==> src/logic/cgs_defs.svh <==
// Register offsets, field positions, reset values and timing counts of the clock generator status block.
`ifndef CGS_DEFS_SVH
`define CGS_DEFS_SVH
// ==========================================================================
// Register byte offsets
`define CGS_OFS_STAT1 12'h000
`define CGS_OFS_STAT2 12'h004
`define CGS_OFS_FLTU 12'h008
`define CGS_OFS_FLTL 12'h00c
`define CGS_OFS_CTRL 12'h010
// ==========================================================================
// Field positions
`define CGS_BIT_IRQ 0
`define CGS_BIT_EXTGOOD 1
`define CGS_BIT_CLKLOSS 2
`define CGS_BIT_LOCK 3
`define CGS_BIT_LOCKLOSS 4
`define CGS_BIT_REFKIND 5
`define CGS_BIT_SETTLED 0
`define CGS_BIT_LOLCHOICE 2
`define CGS_BIT_LOCCHOICE 3
`define CGS_BIT_LOCDOFF 4
// ==========================================================================
// Reset values
`define CGS_RST_FILTER 12'h000
`define CGS_RST_CTRL 5'h00
// ==========================================================================
// Timing: filter latch sequence in ns and derived cycles at 25 ns clock
`define CGS_CLK_NS 25
`define CGS_LATCH_NS 50
`define CGS_LATCH_CYC ((`CGS_LATCH_NS + `CGS_CLK_NS - 1) / `CGS_CLK_NS)
`define CGS_UNLOCK_TOL 12'h004
`endif

==> src/logic/cgs_pkg.sv <==
// Types shared by the clock generator status and loop filter logic.
package cgs_pkg;
   // Clock modes as reported in the mode indicator and chosen by the mode select.
   typedef enum logic [1:0] {
      CGS_SELF = 2'b00,
      CGS_LOOP_INT = 2'b01,
      CGS_BYPASS_EXT = 2'b10,
      CGS_LOOP_EXT = 2'b11
   } cgs_mode_e;
   // Layout of the primary status register.
   typedef struct packed {
      cgs_mode_e clockModeIndicator;
      logic referenceKindIndicator;
      logic lockLossSticky;
      logic lockBit;
      logic clockLossSticky;
      logic extReferenceGood;
      logic clockgenIrqFlag;
   } cgs_stat1_s;
   // Samples delivered by the loop counter on the system clock.
   typedef struct packed {
      logic sample;
      logic [11:0] countError;
      logic oscStatic;
      logic filterValid;
      logic [11:0] filterValue;
   } cgs_loop_s;
endpackage

==> src/logic/cgs_status_flt.sv <==
// Status, interrupt flag and loop filter registers of the clock generator, with an APB slave.
//
// Overview of operation
// - mode indicator bits 7:6 report active mode.
// - mode indicator follows mode only after synchronisation.
// - bit 5 shows reference kind in use.
// - bit 4 sticky lock loss until cleared.
// - bit 3 lock, forced low outside engaged modes.
// - bit 2 sticky clock loss until cleared.
// - bit 1 shows external reference good.
// - bit 0 irq flag; read then write-one clears.
// - new interrupt restarts clear sequence.
// - writing zero to irq flag does nothing.
// - settled after two small error changes, not static.
// - off exit to X1 waits for settled.
// - settled bit cleared on entering off.
// - filter writable only when select is self-clocked.
// - upper write commits all twelve filter bits.
// - upper write ignored while latch still busy.
// - lock loss raises irq or reset by choice.
// - clock loss raises irq or reset by choice.
// - detect-off control disables clock loss detection.
//
// Register access over APB and the register offsets are this design's own decisions.
`timescale 1ns/10ps
`include "cgs_defs.svh"

module cgs_status_flt
   import cgs_pkg::*;
#(
   parameter int LATCH_CYC = `CGS_LATCH_CYC, // Cycles of one filter latch sequence.
   parameter logic [11:0] UNLOCK_TOL = `CGS_UNLOCK_TOL // Error change tolerance.
) (
   input wire logic clk, // System clock, 40 MHz.
   input wire logic srst, // Synchronous reset, active high.
   input wire logic psel, // APB select.
   input wire logic penable, // APB enable.
   input wire logic pwrite, // APB direction, high for write.
   input wire logic [11:0] paddr, // APB byte address.
   input wire logic [31:0] pwdata, // APB write data.
   output logic [31:0] prdata, // APB read data.
   output logic pready, // APB ready.
   output logic pslverr, // APB error on unmapped address.
   input wire logic [1:0] activeModeIn, // Active mode from the mode machine, other domain.
   input wire logic refKindIn, // Reference kind in use, other domain.
   input wire logic loopLockedIn, // Loop lock detector level, other domain.
   input wire logic lockLostIn, // Unexpected lock loss level, other domain.
   input wire logic clockLostIn, // Clock loss detector level, other domain.
   input wire logic extRefGoodIn, // External reference good level, other domain.
   input wire logic offStateIn, // Generator is in the off state, other domain.
   input cgs_loop_s loopIn, // Loop counter samples, system clock.
   output logic [1:0] clockModeSelect, // Requested mode to the mode machine.
   output logic [11:0] loopFilterValue, // Filter value driving the oscillator.
   output logic filterLoad, // Pulse while a filter latch sequence starts.
   output logic oscillatorSettled, // Oscillator settled level.
   output logic monitorStart, // Start oscillator monitoring in self-clocked mode.
   output logic offExitGo, // Pulse allowing switch to requested mode after off.
   output logic clockLossDetectOff, // Clock loss detection disabled.
   output logic irqReq, // Interrupt request level.
   output logic resetReq // Reset request level.
);

   // ======================================================================
   // Input synchronisers
   // All levels from the oscillator and mode domains pass two flip-flops.
   localparam int SYNC_W = 8; // Number of synchronised level bits.
   logic [SYNC_W-1:0] syncIn; // Raw asynchronous levels.
   logic [SYNC_W-1:0] syncA_r; // First synchroniser stage.
   logic [SYNC_W-1:0] syncB_r; // Second synchroniser stage.

   assign syncIn = {offStateIn, extRefGoodIn, clockLostIn, lockLostIn, loopLockedIn,
                    refKindIn, activeModeIn};

   // Each bit of the group gets its own two-stage synchroniser.
   genvar gi;
   generate
      for (gi = 0; gi < SYNC_W; gi++) begin : g_sync
         always_ff @(posedge clk) begin
            if (srst) begin
               syncA_r[gi] <= 1'b0;
               syncB_r[gi] <= 1'b0;
            end else begin
               syncA_r[gi] <= syncIn[gi];
               syncB_r[gi] <= syncA_r[gi];
            end
         end
      end
   endgenerate

   logic [1:0] modeSync; // Synchronised active mode.
   logic refKindSync; // Synchronised reference kind.
   logic lockedSync; // Synchronised lock level.
   logic lockLostSync; // Synchronised lock loss level.
   logic clockLostSync; // Synchronised clock loss level.
   logic extGoodSync; // Synchronised external reference good.
   logic offSync; // Synchronised off state.

   assign modeSync = syncB_r[1:0];
   assign refKindSync = syncB_r[2];
   assign lockedSync = syncB_r[3];
   assign lockLostSync = syncB_r[4];
   assign clockLostSync = syncB_r[5];
   assign extGoodSync = syncB_r[6];
   assign offSync = syncB_r[7];

   // ======================================================================
   // Edge detection and mode indicator
   logic lockLostPrev_r; // Previous lock loss level.
   logic clockLostPrev_r; // Previous clock loss level.
   logic offPrev_r; // Previous off level.
   logic [1:0] modePrev_r; // Previous synchronised mode, for a stability check.
   cgs_mode_e modeInd_r; // Mode shown in the status register.

   // Edge history of the synchronised levels.
   always_ff @(posedge clk) begin
      if (srst) begin
         lockLostPrev_r <= 1'b0;
         clockLostPrev_r <= 1'b0;
         offPrev_r <= 1'b0;
         modePrev_r <= 2'b00;
      end else begin
         lockLostPrev_r <= lockLostSync;
         clockLostPrev_r <= clockLostSync;
         offPrev_r <= offSync;
         modePrev_r <= modeSync;
      end
   end

   logic lockLostEvt; // Rising edge of lock loss.
   logic clockLostEvt; // Rising edge of clock loss, when detection is enabled.
   logic offEntry; // Generator just entered off.
   logic offExit; // Generator just left off.

   assign lockLostEvt = lockLostSync & ~lockLostPrev_r;
   assign clockLostEvt = clockLostSync & ~clockLostPrev_r & ~clockLossDetectOff;
   assign offEntry = offSync & ~offPrev_r;
   assign offExit = ~offSync & offPrev_r;

   // The two mode bits may be skewed by the crossing, so the indicator only
   // takes a value that held for two samples; it therefore lags the active mode input.
   always_ff @(posedge clk) begin
      if (srst) begin
         modeInd_r <= CGS_SELF;
      end else if (modeSync == modePrev_r) begin
         modeInd_r <= cgs_mode_e'(modeSync);
      end
   end

   // ======================================================================
   // APB decode
   logic setupPh; // Setup cycle of a transfer.
   logic accessPh; // Access cycle; the slave is always ready.
   logic wrAcc; // Write taking effect this edge.
   logic rdAcc; // Read completing this edge.
   logic hitStat1; // Address is the primary status register.
   logic hitStat2; // Address is the secondary status register.
   logic hitFltU; // Address is the upper filter register.
   logic hitFltL; // Address is the lower filter register.
   logic hitCtrl; // Address is the control register.
   logic hitAny; // Address maps to some register.

   assign setupPh = psel & ~penable;
   assign accessPh = psel & penable;
   assign wrAcc = accessPh & pwrite & hitAny;
   assign rdAcc = accessPh & ~pwrite & hitAny;
   assign hitStat1 = (paddr == `CGS_OFS_STAT1);
   assign hitStat2 = (paddr == `CGS_OFS_STAT2);
   assign hitFltU = (paddr == `CGS_OFS_FLTU);
   assign hitFltL = (paddr == `CGS_OFS_FLTL);
   assign hitCtrl = (paddr == `CGS_OFS_CTRL);
   assign hitAny = hitStat1 | hitStat2 | hitFltU | hitFltL | hitCtrl;
   assign pready = 1'b1;
   assign pslverr = accessPh & ~hitAny;

   // ======================================================================
   // Control register: mode select, action choices and detect disable
   logic [4:0] ctrl_r; // Control bits.

   // Software writes the control register at the access edge.
   always_ff @(posedge clk) begin
      if (srst) begin
         ctrl_r <= `CGS_RST_CTRL;
      end else if (wrAcc && hitCtrl) begin
         ctrl_r <= pwdata[4:0];
      end
   end

   logic lockLossResetChoice; // High: lock loss requests a reset.
   logic clockLossResetChoice; // High: clock loss requests a reset.

   assign clockModeSelect = ctrl_r[1:0];
   assign lockLossResetChoice = ctrl_r[`CGS_BIT_LOLCHOICE];
   assign clockLossResetChoice = ctrl_r[`CGS_BIT_LOCCHOICE];
   assign clockLossDetectOff = ctrl_r[`CGS_BIT_LOCDOFF];

   // ======================================================================
   // Sticky loss flags; a write of one clears, a new event wins the same edge
   logic lockLossSticky_r; // Loop lost lock since last cleared.
   logic clockLossSticky_r; // Generator lost clock since last cleared.
   logic stickyWr; // Write to the primary status register.

   assign stickyWr = wrAcc & hitStat1;

   // Lock loss sticky flag.
   always_ff @(posedge clk) begin
      if (srst) begin
         lockLossSticky_r <= 1'b0;
      end else if (lockLostEvt) begin
         lockLossSticky_r <= 1'b1;
      end else if (stickyWr && pwdata[`CGS_BIT_LOCKLOSS]) begin
         lockLossSticky_r <= 1'b0;
      end
   end

   // Clock loss sticky flag.
   always_ff @(posedge clk) begin
      if (srst) begin
         clockLossSticky_r <= 1'b0;
      end else if (clockLostEvt) begin
         clockLossSticky_r <= 1'b1;
      end else if (stickyWr && pwdata[`CGS_BIT_CLKLOSS]) begin
         clockLossSticky_r <= 1'b0;
      end
   end

   // Each sticky flag that is set requests a reset when its choice says so.
   assign resetReq = (lockLossSticky_r & lockLossResetChoice) |
                     (clockLossSticky_r & clockLossResetChoice);

   // ======================================================================
   // Interrupt flag with read-then-write-one clearing
   logic irqFlag_r; // Pending generator interrupt.
   logic clrArmed_r; // Status was read with the flag set.
   logic irqEvt; // A new interrupt request this cycle.

   assign irqEvt = (lockLostEvt & ~lockLossResetChoice) |
                   (clockLostEvt & ~clockLossResetChoice);

   // Arming: a read of the primary status with the flag set arms the clear;
   // a new interrupt disarms it so the earlier clear cannot drop it.
   always_ff @(posedge clk) begin
      if (srst) begin
         clrArmed_r <= 1'b0;
      end else if (irqEvt) begin
         clrArmed_r <= 1'b0;
      end else if (rdAcc && hitStat1 && irqFlag_r) begin
         clrArmed_r <= 1'b1;
      end else if (stickyWr && pwdata[`CGS_BIT_IRQ]) begin
         clrArmed_r <= 1'b0;
      end
   end

   // Flag update; the set wins over a clear on the same edge.
   always_ff @(posedge clk) begin
      if (srst) begin
         irqFlag_r <= 1'b0;
      end else if (irqEvt) begin
         irqFlag_r <= 1'b1;
      end else if (stickyWr && pwdata[`CGS_BIT_IRQ] && clrArmed_r) begin
         irqFlag_r <= 1'b0;
      end
   end

   assign irqReq = irqFlag_r;

   // ======================================================================
   // Oscillator settled detection
   logic [11:0] prevErr_r; // Count error of the previous sample.
   logic [1:0] calmCnt_r; // Consecutive samples within tolerance.
   logic settled_r; // Oscillator settled.
   logic [11:0] errDelta; // Absolute change of the count error.

   assign errDelta = (loopIn.countError >= prevErr_r) ? loopIn.countError - prevErr_r :
                     prevErr_r - loopIn.countError;

   // Count samples whose error moved no more than the tolerance.
   always_ff @(posedge clk) begin
      if (srst || offEntry) begin
         prevErr_r <= 12'h000;
         calmCnt_r <= 2'h0;
      end else if (loopIn.sample) begin
         prevErr_r <= loopIn.countError;
         if (errDelta > UNLOCK_TOL || loopIn.oscStatic) begin
            calmCnt_r <= 2'h0;
         end else if (calmCnt_r != 2'h2) begin
            calmCnt_r <= calmCnt_r + 2'h1;
         end
      end
   end

   // The settled bit drops on entry to off and rises after two calm samples.
   always_ff @(posedge clk) begin
      if (srst || offEntry) begin
         settled_r <= 1'b0;
      end else begin
         settled_r <= (calmCnt_r == 2'h2) & ~loopIn.oscStatic;
      end
   end

   assign oscillatorSettled = settled_r;

   // ======================================================================
   // Off exit hold-off
   logic offWait_r; // Waiting for the oscillator after leaving off.
   logic offGo_r; // One-cycle release to the requested mode.

   // Leaving off with an engaged select waits for the settled bit.
   always_ff @(posedge clk) begin
      if (srst) begin
         offWait_r <= 1'b0;
         offGo_r <= 1'b0;
      end else begin
         offGo_r <= 1'b0;
         if (offEntry) begin
            offWait_r <= 1'b0;
         end else if (offExit && clockModeSelect[0]) begin
            offWait_r <= 1'b1;
         end else if (offWait_r && settled_r) begin
            offWait_r <= 1'b0;
            offGo_r <= 1'b1;
         end
      end
   end

   assign offExitGo = offGo_r;
   assign monitorStart = settled_r & (modeInd_r == CGS_SELF);

   // ======================================================================
   // Loop filter value and latch sequence
   logic [11:0] filter_r; // Current filter value.
   logic [7:0] lowStage_r; // Staged lower byte.
   logic [7:0] latchCnt_r; // Remaining cycles of the latch sequence.
   logic selfSel; // Select field asks for self-clocked mode.
   logic latchBusy; // Previous latch sequence still running.
   logic commit; // Upper write accepted this edge.

   assign selfSel = (clockModeSelect == CGS_SELF);
   assign latchBusy = (latchCnt_r != 8'h00);
   assign commit = wrAcc & hitFltU & selfSel & ~latchBusy;

   // Lower byte writes are staged only in self-clocked select.
   always_ff @(posedge clk) begin
      if (srst) begin
         lowStage_r <= 8'h00;
      end else if (wrAcc && hitFltL && selfSel) begin
         lowStage_r <= pwdata[7:0];
      end
   end

   // An accepted upper write loads all twelve bits; otherwise the loop updates it outside self-clocked select.
   always_ff @(posedge clk) begin
      if (srst) begin
         filter_r <= `CGS_RST_FILTER;
      end else if (commit) begin
         filter_r <= {pwdata[3:0], lowStage_r};
      end else if (loopIn.filterValid && !selfSel) begin
         filter_r <= loopIn.filterValue;
      end
   end

   // The latch sequence keeps later upper writes out until it ends.
   always_ff @(posedge clk) begin
      if (srst) begin
         latchCnt_r <= 8'h00;
      end else if (commit) begin
         latchCnt_r <= 8'(LATCH_CYC);
      end else if (latchBusy) begin
         latchCnt_r <= latchCnt_r - 8'h01;
      end
   end

   // Load strobe to the oscillator, one cycle after the commit.
   always_ff @(posedge clk) begin
      if (srst) begin
         filterLoad <= 1'b0;
      end else begin
         filterLoad <= commit;
      end
   end

   assign loopFilterValue = filter_r;

   // ======================================================================
   // Read data
   cgs_stat1_s stat1; // Primary status as read.
   logic [31:0] rdMux; // Read value for the addressed register.

   // Lock shows only in the two engaged modes and never in off.
   always_comb begin
      stat1.clockModeIndicator = modeInd_r;
      stat1.referenceKindIndicator = refKindSync;
      stat1.lockLossSticky = lockLossSticky_r;
      stat1.lockBit = lockedSync & modeInd_r[0] & ~offSync;
      stat1.clockLossSticky = clockLossSticky_r;
      stat1.extReferenceGood = extGoodSync;
      stat1.clockgenIrqFlag = irqFlag_r;
   end

   // Select the word; unmapped addresses read zero.
   always_comb begin
      rdMux = 32'h0000_0000;
      if (hitStat1) begin
         rdMux[7:0] = stat1;
      end else if (hitStat2) begin
         rdMux[`CGS_BIT_SETTLED] = settled_r;
      end else if (hitFltU) begin
         rdMux[3:0] = filter_r[11:8];
      end else if (hitFltL) begin
         rdMux[7:0] = filter_r[7:0];
      end else if (hitCtrl) begin
         rdMux[4:0] = ctrl_r;
      end
   end

   // Read data is captured in the setup cycle and stands through the access.
   always_ff @(posedge clk) begin
      if (srst) begin
         prdata <= 32'h0000_0000;
      end else if (setupPh) begin
         prdata <= rdMux;
      end
   end

endmodule

==> config.mk <==
export PLATFORM = sky130hd
export DESIGN_NAME = cgs_status_flt
export DESIGN_NICKNAME = d
export VERILOG_FILES = /design/src/logic/cgs_pkg.sv /design/src/logic/cgs_status_flt.sv
export VERILOG_INCLUDE_DIRS = /design/src /design/src/logic
export SDC_FILE = /design/constraint.sdc
export NUM_CORES = 1
export LEC_CHECK = 0
export BUFFER_PORTS_ARGS = -buffer_cell sky130_fd_sc_hd__buf_4
export CORE_MARGIN = 3
export CORE_UTILIZATION = 50
export DETAILED_ROUTE_END_ITERATION = 7
export PLACE_DENSITY = 0.77
export REMOVE_ABC_BUFFERS = 1
export SETUP_SLACK_MARGIN = 0.4
export SLEW_MARGIN = 20
export SYNTH_ARGS = -nofsm -noshare
export SYNTH_HDL_FRONTEND = slang
export SYNTH_SLANG_ARGS = --single-unit
==> constraint.sdc <==
create_clock -name clk -period 4.8 [get_ports clk]
set_input_delay 1.2 -clock clk [delete_from_list [all_inputs] [get_ports clk]]
set_output_delay 1.2 -clock clk [all_outputs]
set_load 0.03 [all_outputs]
==> results of run 1 <==
[metal layers]
| layer | GRT usage | share of wire | up-vias |
|---|---|---|---|
| met5 | 0 | 0 | - |
| met4 | 0.0592 | 0.015 | 0 |
| met3 | 0.0557 | 0.070 | 16 |
| met2 | 0.342 | 0.47 | 148 |
| met1 | 0.274 | 0.45 | 1922 |
| li1 | - | - | 2103 |
[cell usage in the layout, fill, tap and decap left out, types with 6 or more instances in the layout]
master / synthesis / final
o21ai_0: 10 / 10
a22oi_1: 7 / 7
xnor2_1: 10 / 10
nand2b_1: 16 / 16
dfxtp_1: 86 / 86
clkbuf_8: 0 / 9
conb_1: 2 / 25
nor2b_1: 22 / 22
inv_1: 30 / 30
buf_4: 28 / 92
o211ai_1: 6 / 6
ha_1: 25 / 25
mux2i_1: 38 / 38
nand3_1: 10 / 10
a21oi_1: 42 / 42
nand2_1: 23 / 23
a211oi_1: 12 / 12
nor2_1: 77 / 77
nor3_1: 11 / 11
nand4_1: 8 / 8
[registers in the layout, indices dropped and copies added, names as in the netlist, 2 cells and up]
signal	cells
calmCnt_r	2
ctrl_r	5
latchCnt_r	8
loopFilterValue	12
lowStage_r	8
modeInd_r	2
modePrev_r	2
modeSync	2
prdata	8
prevErr_r	12
syncA_r	8
[per-stage QoR]
| stage | cells | power, mW | hold WS [ns] |
|---|---|---|---|
| after floorplan | 545 | 1.15 | 0.414 |
| after global placement | 766 | 1.27 | 0.418 |
| after detailed placement | 766 | 1.28 | 0.420 |
| after CTS | 782 | 1.82 | 0.444 |
| after global routing | 782 | 1.90 | 0.462 |
| final | 782 | 1.80 | 0.441 |
[cell type report]
type / instances / area (sq um) / share of cell area
timing repair buffer: 92 / 691 / 0.120
sequential: 86 / 1720 / 0.298
clock buffer: 10 / 128 / 0.0221
tap: 129 / 161 / 0.0279
multi-input combinational: 429 / 2890 / 0.500
clock inverter: 6 / 75.1 / 0.0130
inverter: 30 / 113 / 0.0195
[where the power goes]
group / internal [mW] / switching (mW) / total, mW
clock network: 0.250 / 0.283 / 0.533
registers: 0.762 / 0.0332 / 0.795
logic: 0.202 / 0.275 / 0.477
[cells by family after synthesis]
group	count (synthesis)	share of synthesized area
AO/OA/AOI/OAI	123	0.170
adder cells (fa/ha/maj)	27	0.0713
other	2	0.00152
XOR/XNOR	14	0.0248
buffers and inverters	82	0.0859
AND/OR/NAND/NOR	199	0.212
multiplexers	41	0.0867
flip-flops	86	0.348
[how the worst max path moves through the flow]
stage,from,cells after the start,to
6_report,loopIn[14],13,calmCnt_r[0]
5_1_grt,loopIn[14],13,calmCnt_r[0]
4_1_cts,loopIn[14],13,calmCnt_r[0]
3_5_place_dp,loopIn[14],13,calmCnt_r[0]
3_3_place_gp,loopIn[14],13,calmCnt_r[1]
2_1_floorplan,loopIn[14],12,calmCnt_r[1]
[critical path: cells and delay by family]
kind | cells | cell delay, ns
AO/OA/AOI/OAI | 5 | 0.98
buffers and inverters | 2 | 0.13
adder cells (fa/ha/maj) | 2 | 0.61
AND/OR/NAND/NOR | 4 | 1.18
==> flow_summary_export.csv, run 1 <==
group,metric,value,unit
outcome,status,"complete, no violations",
worst_setup_path,end_kind,"flop",
place,dpl_cell_area,5580,sq um
worst_setup_path,crit_fanout,6,
worst_setup_path,crit_path_top_delay_cell,"or4_4",
min_path,min_path_cells,1,
cells_and_area,fin_util,0.614,
power_and_ir_drop,irDropWorstVdd,0.000185,V
power_and_ir_drop,leakage,2.55,nW
worst_setup_path,reg2reg_to,"calmCnt_r[0]",
worst_setup_path,crit_chain,"buf_4, inv_1, ha_1, fa_1, or2b_1, a21oi_4, o22ai_1, nand2_1, a211oi_2, or4_4, a21oi_4, nand4_1, a31oi_1",
routing,routed_via_density,5.36,
clock_tree,clockBufferDepth,2,
global_routing,grt_pass1_wl,19200,um
synthesis,synth_cell_types,69,
clock_tree,clkSlewWorstSetupHoldPaths,0.09,ns
routing,drc,0,
sta,fin_crit,3.84,ns
synthesis,yosysWarnings,0,
synthesis,ys_async_sr_fraction,0,
place,gp_congestion,0.906,
synthesis,ys_seq_area_frac,0.348,
floorplanning,die_w,105,um
cells_and_area,syn_to_final_growth,16.7,%
place,numPortBuffers,89,
routing,vias,4189,
worst_setup_path,cp_data_required_time,5.07,ns
clock_tree,clk_latency,0.36,ns
synthesis,synth_area_per_cell,8.62,sq um
floorplanning,start_util,0.526,
floorplanning,core-area,9420,sq um
cells_and_area,final_nets,759,
synthesis,synth_top_area_frac,0.348,
floorplanning,rows,35,
clock_tree,cts.repair.resized,0,
floorplanning,die_area,11100,sq um
synthesis,synth_area,4950,sq um
synthesis,ys.flop_type,"dfxtp_1",
synthesis,synth_edf_count,0,
cells_and_area,antenna_cells,0,
worst_setup_path,arrival,4.11,ns
worst_setup_path,rr_startpoint,"prevErr_r[0]",
run,maxCapViolCount,0,
worst_setup_path,max_stage_delay,0.51,ns
sta,tightest_slew,0.937,ns
synthesis,yosysTopAreaCell,"dfxtp_1",
worst_setup_path,r2r_slack,1.60,ns
clock_tree,cts_inserted_buffers,9,
min_path,hp-start,"syncA_r[1]",
cells_and_area,final_layout_size_suffix_gt1_frac,0.194,
cells_and_area,fin_area,5780,sq um
sta,tns,0,ns
place,pre_cts_ws,0.610,ns
global_routing,antenna_found_initial,0,
routing,wl,11800,um
routing,drt_iter0_drc,243,
sta,setup_viol,0,
min_path,worstHoldPathType,"flop to flop",
sta,fmax,0.260,GHz
clock_tree,cts_setup_buffers,0,
sta,slew_headroom,0.374,
sta,rsz0062_at_grt,"false",
floorplanning,fp.dieH,105,um
routing,route.detailed.wl_per_inst,15.1,um
sta,skew,0.0105,ns
global_routing,grtUsageTotal,0.210,
clock_tree,h-tree-depth,3,
routing,drtAntennaViolNets,0,
worst_setup_path,startpoint_type,"input port",
worst_setup_path,worst_path_most_repeated_cell,"a21oi_4",
clock_tree,clockRootBuffer,"clkbuf_8",
clock_tree,clock_sinks,86,
synthesis,synth.most_common_cell,"dfxtp_1",
min_path,min_to,"modeSync[1]",
synthesis,syn-instance-count,574,
global_routing,grt-ovfl-total,0,
routing,dr.pass1.iters,5,
clock_tree,cts_tree,"built",
global_routing,grt_pass1_vias,3998,
sta,hold_viol,0,
sta,fin_ws,0.956,ns
clock_tree,cts_hold_buf,0,
cells_and_area,final.fill_count,830,
power_and_ir_drop,pwr_density_cell,312,nW/um^2
sta,drv_slew,0,
place,hpwl,8880,um
worst_setup_path,ff2ff_path_depth,11,
floorplanning,io_pins,139,
sta,post-route-period-util,0.801,
synthesis,synth_common_cells,"dfxtp_1 (86), nor2_1 (77), a21oi_1 (42), mux2i_1 (38), inv_1 (30)",
global_routing,grt_max_degree,67,
synthesis,ys_ff_latch,86,
synthesis,synth.top_cells.by_area,"dfxtp_1 (35%), mux2i_1 (7.7%), ha_1 (6.3%)",
worst_setup_path,critical_path_class,"input port to flop",
No activity file was read; power rests on OpenSTA's default activity.
==> run 2, diff against run 1 <==
--- a/config.mk
+++ b/config.mk
@@ -8,7 +8,7 @@
 export LEC_CHECK = 0
 export BUFFER_PORTS_ARGS = -buffer_cell sky130_fd_sc_hd__buf_4
 export CORE_MARGIN = 3
-export CORE_UTILIZATION = 50
+export CORE_UTILIZATION = 48
 export DETAILED_ROUTE_END_ITERATION = 7
 export PLACE_DENSITY = 0.77
 export REMOVE_ABC_BUFFERS = 1
==> constraint.sdc (replaced) <==
create_clock -name clk -period 3.23 [get_ports clk]
set_input_delay 0.8075 -clock clk [delete_from_list [all_inputs] [get_ports clk]]
set_output_delay 0.8075 -clock clk [all_outputs]
set_load 0.03 [all_outputs]
==> run 2 against run 1 <==
Final cell count grew 7.0%. Register-to-register slack worse by 1.3 ns. Sequential power rose by 48%. Wire length grew 2.7%. Critical endpoint unchanged.
==> flow_summary_export.csv, run 2 (synthesized netlist as in run 1, its figures left out) <==
group,metric,value,unit
cells_and_area,final_nets,810,
clock_tree,clockRootBuffer,"clkbuf_8",
worst_setup_path,ff2ff_path_depth,11,
min_path,worstHoldPathType,"flop to flop",
cells_and_area,syn_to_final_growth,27.1,%
cells_and_area,antenna_cells,0,
worst_setup_path,max_stage_delay,0.53,ns
sta,whs,0.434,ns
clock_tree,cts_inserted_buffers,9,
floorplanning,io_pins,139,
place,hpwl,9260,um
sta,slew_headroom,0.523,
worst_setup_path,rr_startpoint,"prevErr_r[0]",
clock_tree,clk_latency,0.37,ns
sta,rsz0062_at_grt,"true",
clock_tree,h-tree-depth,3,
power_and_ir_drop,pwr_density_cell,445,nW/um^2
floorplanning,start_util,0.499,
place,numPortBuffers,89,
worst_setup_path,reg2reg_to,"calmCnt_r[0]",
min_path,hp-start,"syncA_r[2]",
routing,route.detailed.wl_per_inst,14.5,um
run,maxCapViolCount,0,
place,gp_congestion,0.893,
clock_tree,clock_sinks,86,
power_and_ir_drop,finalPower,2.80,mW
global_routing,grt_max_degree,44,
outcome,status,"complete, no violations",
routing,vias,4452,
global_routing,grt_pass1_vias,4233,
clock_tree,clockBufferDepth,2,
worst_setup_path,crit_fanout,4,
worst_setup_path,crit_path_top_delay_cell,"or4_4",
clock_tree,cts_tree,"built",
floorplanning,rows,36,
sta,tightest_slew,0.716,ns
sta,post-route-period-util,0.972,
power_and_ir_drop,leakage,2.83,nW
worst_setup_path,r2r_slack,0.27,ns
floorplanning,die_area,11600,sq um
worst_setup_path,critPathTopFamily,"simple AND/OR/NAND/NOR gates",
floorplanning,core-area,9910,sq um
worst_setup_path,startpoint_type,"input port",
global_routing,grtUsageTotal,0.209,
worst_setup_path,end_kind,"flop",
routing,drc,0,
sta,skew,0.0118,ns
sta,fin_ws,0.0891,ns
routing,drtAntennaViolNets,0,
cells_and_area,mostFrequentLayoutCell,"buf_4",
routing,wl,12100,um
floorplanning,fp.dieH,108,um
global_routing,grt_pass1_wl,19600,um
cells_and_area,layout_common_cells,"buf_4 (140), dfxtp_1 (86), nor2_1 (77)",
worst_setup_path,worstPathBufferInverterCount,2,
worst_setup_path,arrival,3.42,ns
sta,fmax,0.318,GHz
sta,hold_viol,0,
sta,fin_crit,3.14,ns
clock_tree,clkSlewWorstSetupHoldPaths,0.09,ns
worst_setup_path,worst_path_most_repeated_cell,"a21oi_4",
routing,drt_iter0_drc,166,
clock_tree,cts_hold_buf,0,
global_routing,antenna_found_initial,0,
sta,drv_slew,0,
sta,setup_viol,0,
place,pre_cts_ws,-0.473,ns
worst_setup_path,critical_path_class,"input port to flop",
cells_and_area,final_layout_size_suffix_gt1_frac,0.277,
global_routing,grt-ovfl-total,0,
routing,dr.pass1.iters,4,
routing,routed_via_density,5.32,
floorplanning,die_w,108,um
min_path,min_path_cells,1,
worst_setup_path,cp_data_required_time,3.50,ns
power_and_ir_drop,irDropWorstVdd,0.000242,V
min_path,min_to,"refKindSync",
worst_setup_path,crit_chain,"buf_8, inv_4, ha_4, fa_2, or2b_1, a21oi_4, o22a_4, nor2_4, mux2_4, or4_4, a21oi_4, nand3_1, a31oi_1",
run 2: changes by cell type in the layout (fill, tap and decap cells not counted), sizes merged:
cell	delta
buf	+51
clkbuf	-1
clkinv	+2
inv	-1
run 2: through the flow:
| step | TNS (ns) | area (sq um) | cells | utilization |
|---|---|---|---|---|
| after global routing | 0 | 6290 | 837 | 0.635 |
| after floorplan | -0.402 | 4720 | 545 | - |
| after detailed placement | -0.863 | 5930 | 817 | 0.599 |
| final | 0 | 6290 | 837 | 0.635 |
| after CTS | 0 | 6230 | 836 | 0.629 |
| after global placement | -0.608 | 5930 | 817 | 0.599 |
run 2: where the power goes:
group	internal, mW	switching, mW	leakage (nW)
Combinational	0.381	0.440	2.02
Clock	0.368	0.427	0.102
Sequential	1.13	0.0504	0.701
run 2: final cells by class:
class	count	area, sq um
clock buffers	9	124
flip-flops and latches	86	1720
inverters	30	115
well taps	133	166
repair buffers	143	1090
fillers	813	3620
multi-input cells	429	3000
clock inverters	7	80.1
run 2: worst max-delay path by stage:
| stage | from | end | slack (ns) | cells past startpoint |
|---|---|---|---|---|
| floorplan | loopIn[14] | calmCnt_r[1] | -0.20 | 12 |
| global placement | loopIn[14] | calmCnt_r[1] | -0.30 | 14 |
| detailed placement | loopIn[14] | calmCnt_r[0] | -0.47 | 14 |
| CTS | loopIn[14] | calmCnt_r[0] | 0.11 | 13 |
| global route | loopIn[14] | calmCnt_r[0] | 0.04 | 13 |
| finish | loopIn[14] | calmCnt_r[0] | 0.09 | 13 |
run 2: what timing repair did:
item | 4_1_cts | 5_1_grt
setup endpoints to repair | 2 | 14
buffers inserted | 3 | 1
pin swaps | 13 | 5
gates resized for setup | 16 | 9
run 2: layer usage:
| metal | track usage | share of wire |
|---|---|---|
| met5 | 0 | 0 |
| met3 | 0.0522 | 0.067 |
| met2 | 0.351 | 0.48 |
| met4 | 0.0830 | 0.021 |
| met1 | 0.258 | 0.43 |
==> run 3, diff against run 2 <==
--- a/config.mk
+++ b/config.mk
@@ -9,10 +9,12 @@
 export BUFFER_PORTS_ARGS = -buffer_cell sky130_fd_sc_hd__buf_4
 export CORE_MARGIN = 3
 export CORE_UTILIZATION = 48
+export CTS_BUF_LIST = sky130_fd_sc_hd__clkbuf_4 sky130_fd_sc_hd__clkbuf_8 sky130_fd_sc_hd__clkbuf_16
 export DETAILED_ROUTE_END_ITERATION = 7
 export PLACE_DENSITY = 0.77
 export REMOVE_ABC_BUFFERS = 1
 export SETUP_SLACK_MARGIN = 0.4
+export SKIP_CTS_REPAIR_TIMING = 1
 export SLEW_MARGIN = 20
 export SYNTH_ARGS = -nofsm -noshare
 export SYNTH_HDL_FRONTEND = slang
==> run 3 against run 2 <==
Count of clock-buffer cells in the layout did not move. Maximum frequency down 2.6%. Non-clock buffer count decreased by 3. Sequential power is essentially flat. Worst hold slack about the same. Clock skew grew 0.0011 ns. Critical path type unchanged. Largest power group unchanged.
==> flow_summary_export.csv, run 3 (synthesized netlist as in run 1, its figures left out) <==
group,metric,value,unit
worst_setup_path,cp_data_required_time,3.51,ns
worst_setup_path,startpoint_type,"input port",
worst_setup_path,worst_path_most_repeated_cell,"a21oi_4",
clock_tree,clockBufferDepth,2,
floorplanning,io_pins,139,
routing,drt_iter0_drc,174,
sta,fmax,0.310,GHz
cells_and_area,layout_common_cells,"buf_4 (137), dfxtp_1 (86), nor2_1 (77)",
sta,drv_slew,0,
floorplanning,fp.dieH,108,um
place,numPortBuffers,89,
cells_and_area,final.fill_count,821,
routing,dr.pass1.iters,5,
floorplanning,die_area,11600,sq um
clock_tree,h-tree-depth,3,
clock_tree,cts_tree,"built",
sta,tns,0,ns
clock_tree,clk_latency,0.37,ns
power_and_ir_drop,pwr_density_cell,447,nW/um^2
routing,drc,0,
global_routing,antenna_found_initial,0,
clock_tree,cts_inserted_buffers,9,
sta,setup_viol,0,
cells_and_area,antenna_cells,0,
sta,post-route-period-util,0.999,
worst_setup_path,crit_fanout,4,
cells_and_area,mostFrequentLayoutCell,"buf_4",
place,hpwl,9260,um
routing,wl,12000,um
clock_tree,clock_sinks,86,
floorplanning,start_util,0.499,
worst_setup_path,crit_path_top_delay_cell,"or4_4",
sta,slew_headroom,0.514,
cells_and_area,fin_area,6220,sq um
clock_tree,clockRootBuffer,"clkbuf_8",
worst_setup_path,critPathTopFamily,"simple AND/OR/NAND/NOR gates",
cells_and_area,syn_to_final_growth,25.7,%
power_and_ir_drop,finalPower,2.78,mW
cells_and_area,final_layout_size_suffix_gt1_frac,0.265,
power_and_ir_drop,irDropWorstVdd,0.000241,V
min_path,min_path_cells,1,
routing,drtAntennaViolNets,0,
floorplanning,core-area,9910,sq um
routing,routed_via_density,5.29,
worst_setup_path,critical_path_class,"input port to flop",
power_and_ir_drop,leakage,2.80,nW
place,dpl_cell_area,5930,sq um
global_routing,grt_max_degree,44,
sta,tightest_slew,0.728,ns
routing,vias,4410,
worst_setup_path,cp.depth,13,
clock_tree,clkSlewWorstSetupHoldPaths,0.09,ns
place,gp_congestion,0.893,
sta,whs,0.434,ns
worst_setup_path,max_stage_delay,0.55,ns
run,maxCapViolCount,0,
worst_setup_path,end_kind,"flop",
worst_setup_path,crit_chain,"buf_8, inv_4, ha_4, fa_2, or2b_1, a21oi_4, o22a_4, nor2_4, mux2_4, or4_4, a21oi_4, nand4_1, a31oi_1",
place,place_inst,817,
worst_setup_path,arrival,3.51,ns
worst_setup_path,worstPathBufferInverterCount,2,
global_routing,grt_pass1_wl,19400,um
global_routing,grt_pass1_vias,4197,
sta,hold_viol,0,
outcome,status,"complete, no violations",
global_routing,grtUsageTotal,0.208,
cells_and_area,stdcell_count,834,
sta,rsz0062_at_grt,"true",
sta,skew,0.0130,ns
global_routing,grt-ovfl-total,0,
sta,fin_crit,3.23,ns
cells_and_area,final_nets,807,
floorplanning,rows,36,
min_path,worstHoldPathType,"flop to flop",
floorplanning,die_w,108,um
worst_setup_path,ff2ff_path_depth,11,
routing,route.detailed.wl_per_inst,14.4,um
[run 3: worst register-to-register path: stages (launching register included)]
cell	delay (ns)
dfxtp_1	0.35
ha_4	0.17
fa_2	0.38
or2b_1	0.28
a21oi_4	0.18
o22a_4	0.18
nor2_4	0.05
mux2_4	0.31
or4_4	0.55
a21oi_4	0.18
nand4_1	0.14
a31oi_1	0.19
[run 3: area by class of cell]
type / instances / area, sq um / share of cell area
tap: 133 / 166 / 0.0267
sequential: 86 / 1720 / 0.277
inverter: 30 / 115 / 0.0185
clock inverter: 7 / 80.1 / 0.0129
multi-input combinational: 429 / 2950 / 0.474
timing repair buffer: 140 / 1070 / 0.171
clock buffer: 9 / 124 / 0.0199
[run 3: per-stage QoR]
stage / util / setup WS [ns]
global route: 0.628 / -0.0478
floorplan: - / -0.202
detailed placement: 0.599 / -0.473
global placement: 0.599 / -0.305
finish: 0.628 / 0.00450
CTS: 0.619 / -0.0936
[run 3: power breakdown]
group / switching (mW) / internal (mW)
Clock: 0.427 / 0.368
Combinational: 0.434 / 0.371
Sequential: 0.0501 / 1.13
[run 3: worst paths after layout]
check | end | slack, ns | startpoint
worst max-delay path | calmCnt_r[0] | 0.005 | loopIn[14]
worst min-delay path | refKindSync | 0.43 | syncA_r[2]
worst max register to register | calmCnt_r[0] | 0.19 | prevErr_r[0]
worst min register to register | refKindSync | 0.43 | syncA_r[2]
[run 3: per-layer routing]
metal,track usage,vias to the layer above,wire (um)
li1,-,2205,-
met4,0.0812,0,169
met5,0,-,0
met2,0.348,144,5870
met3,0.0498,15,868
met1,0.258,2046,5070
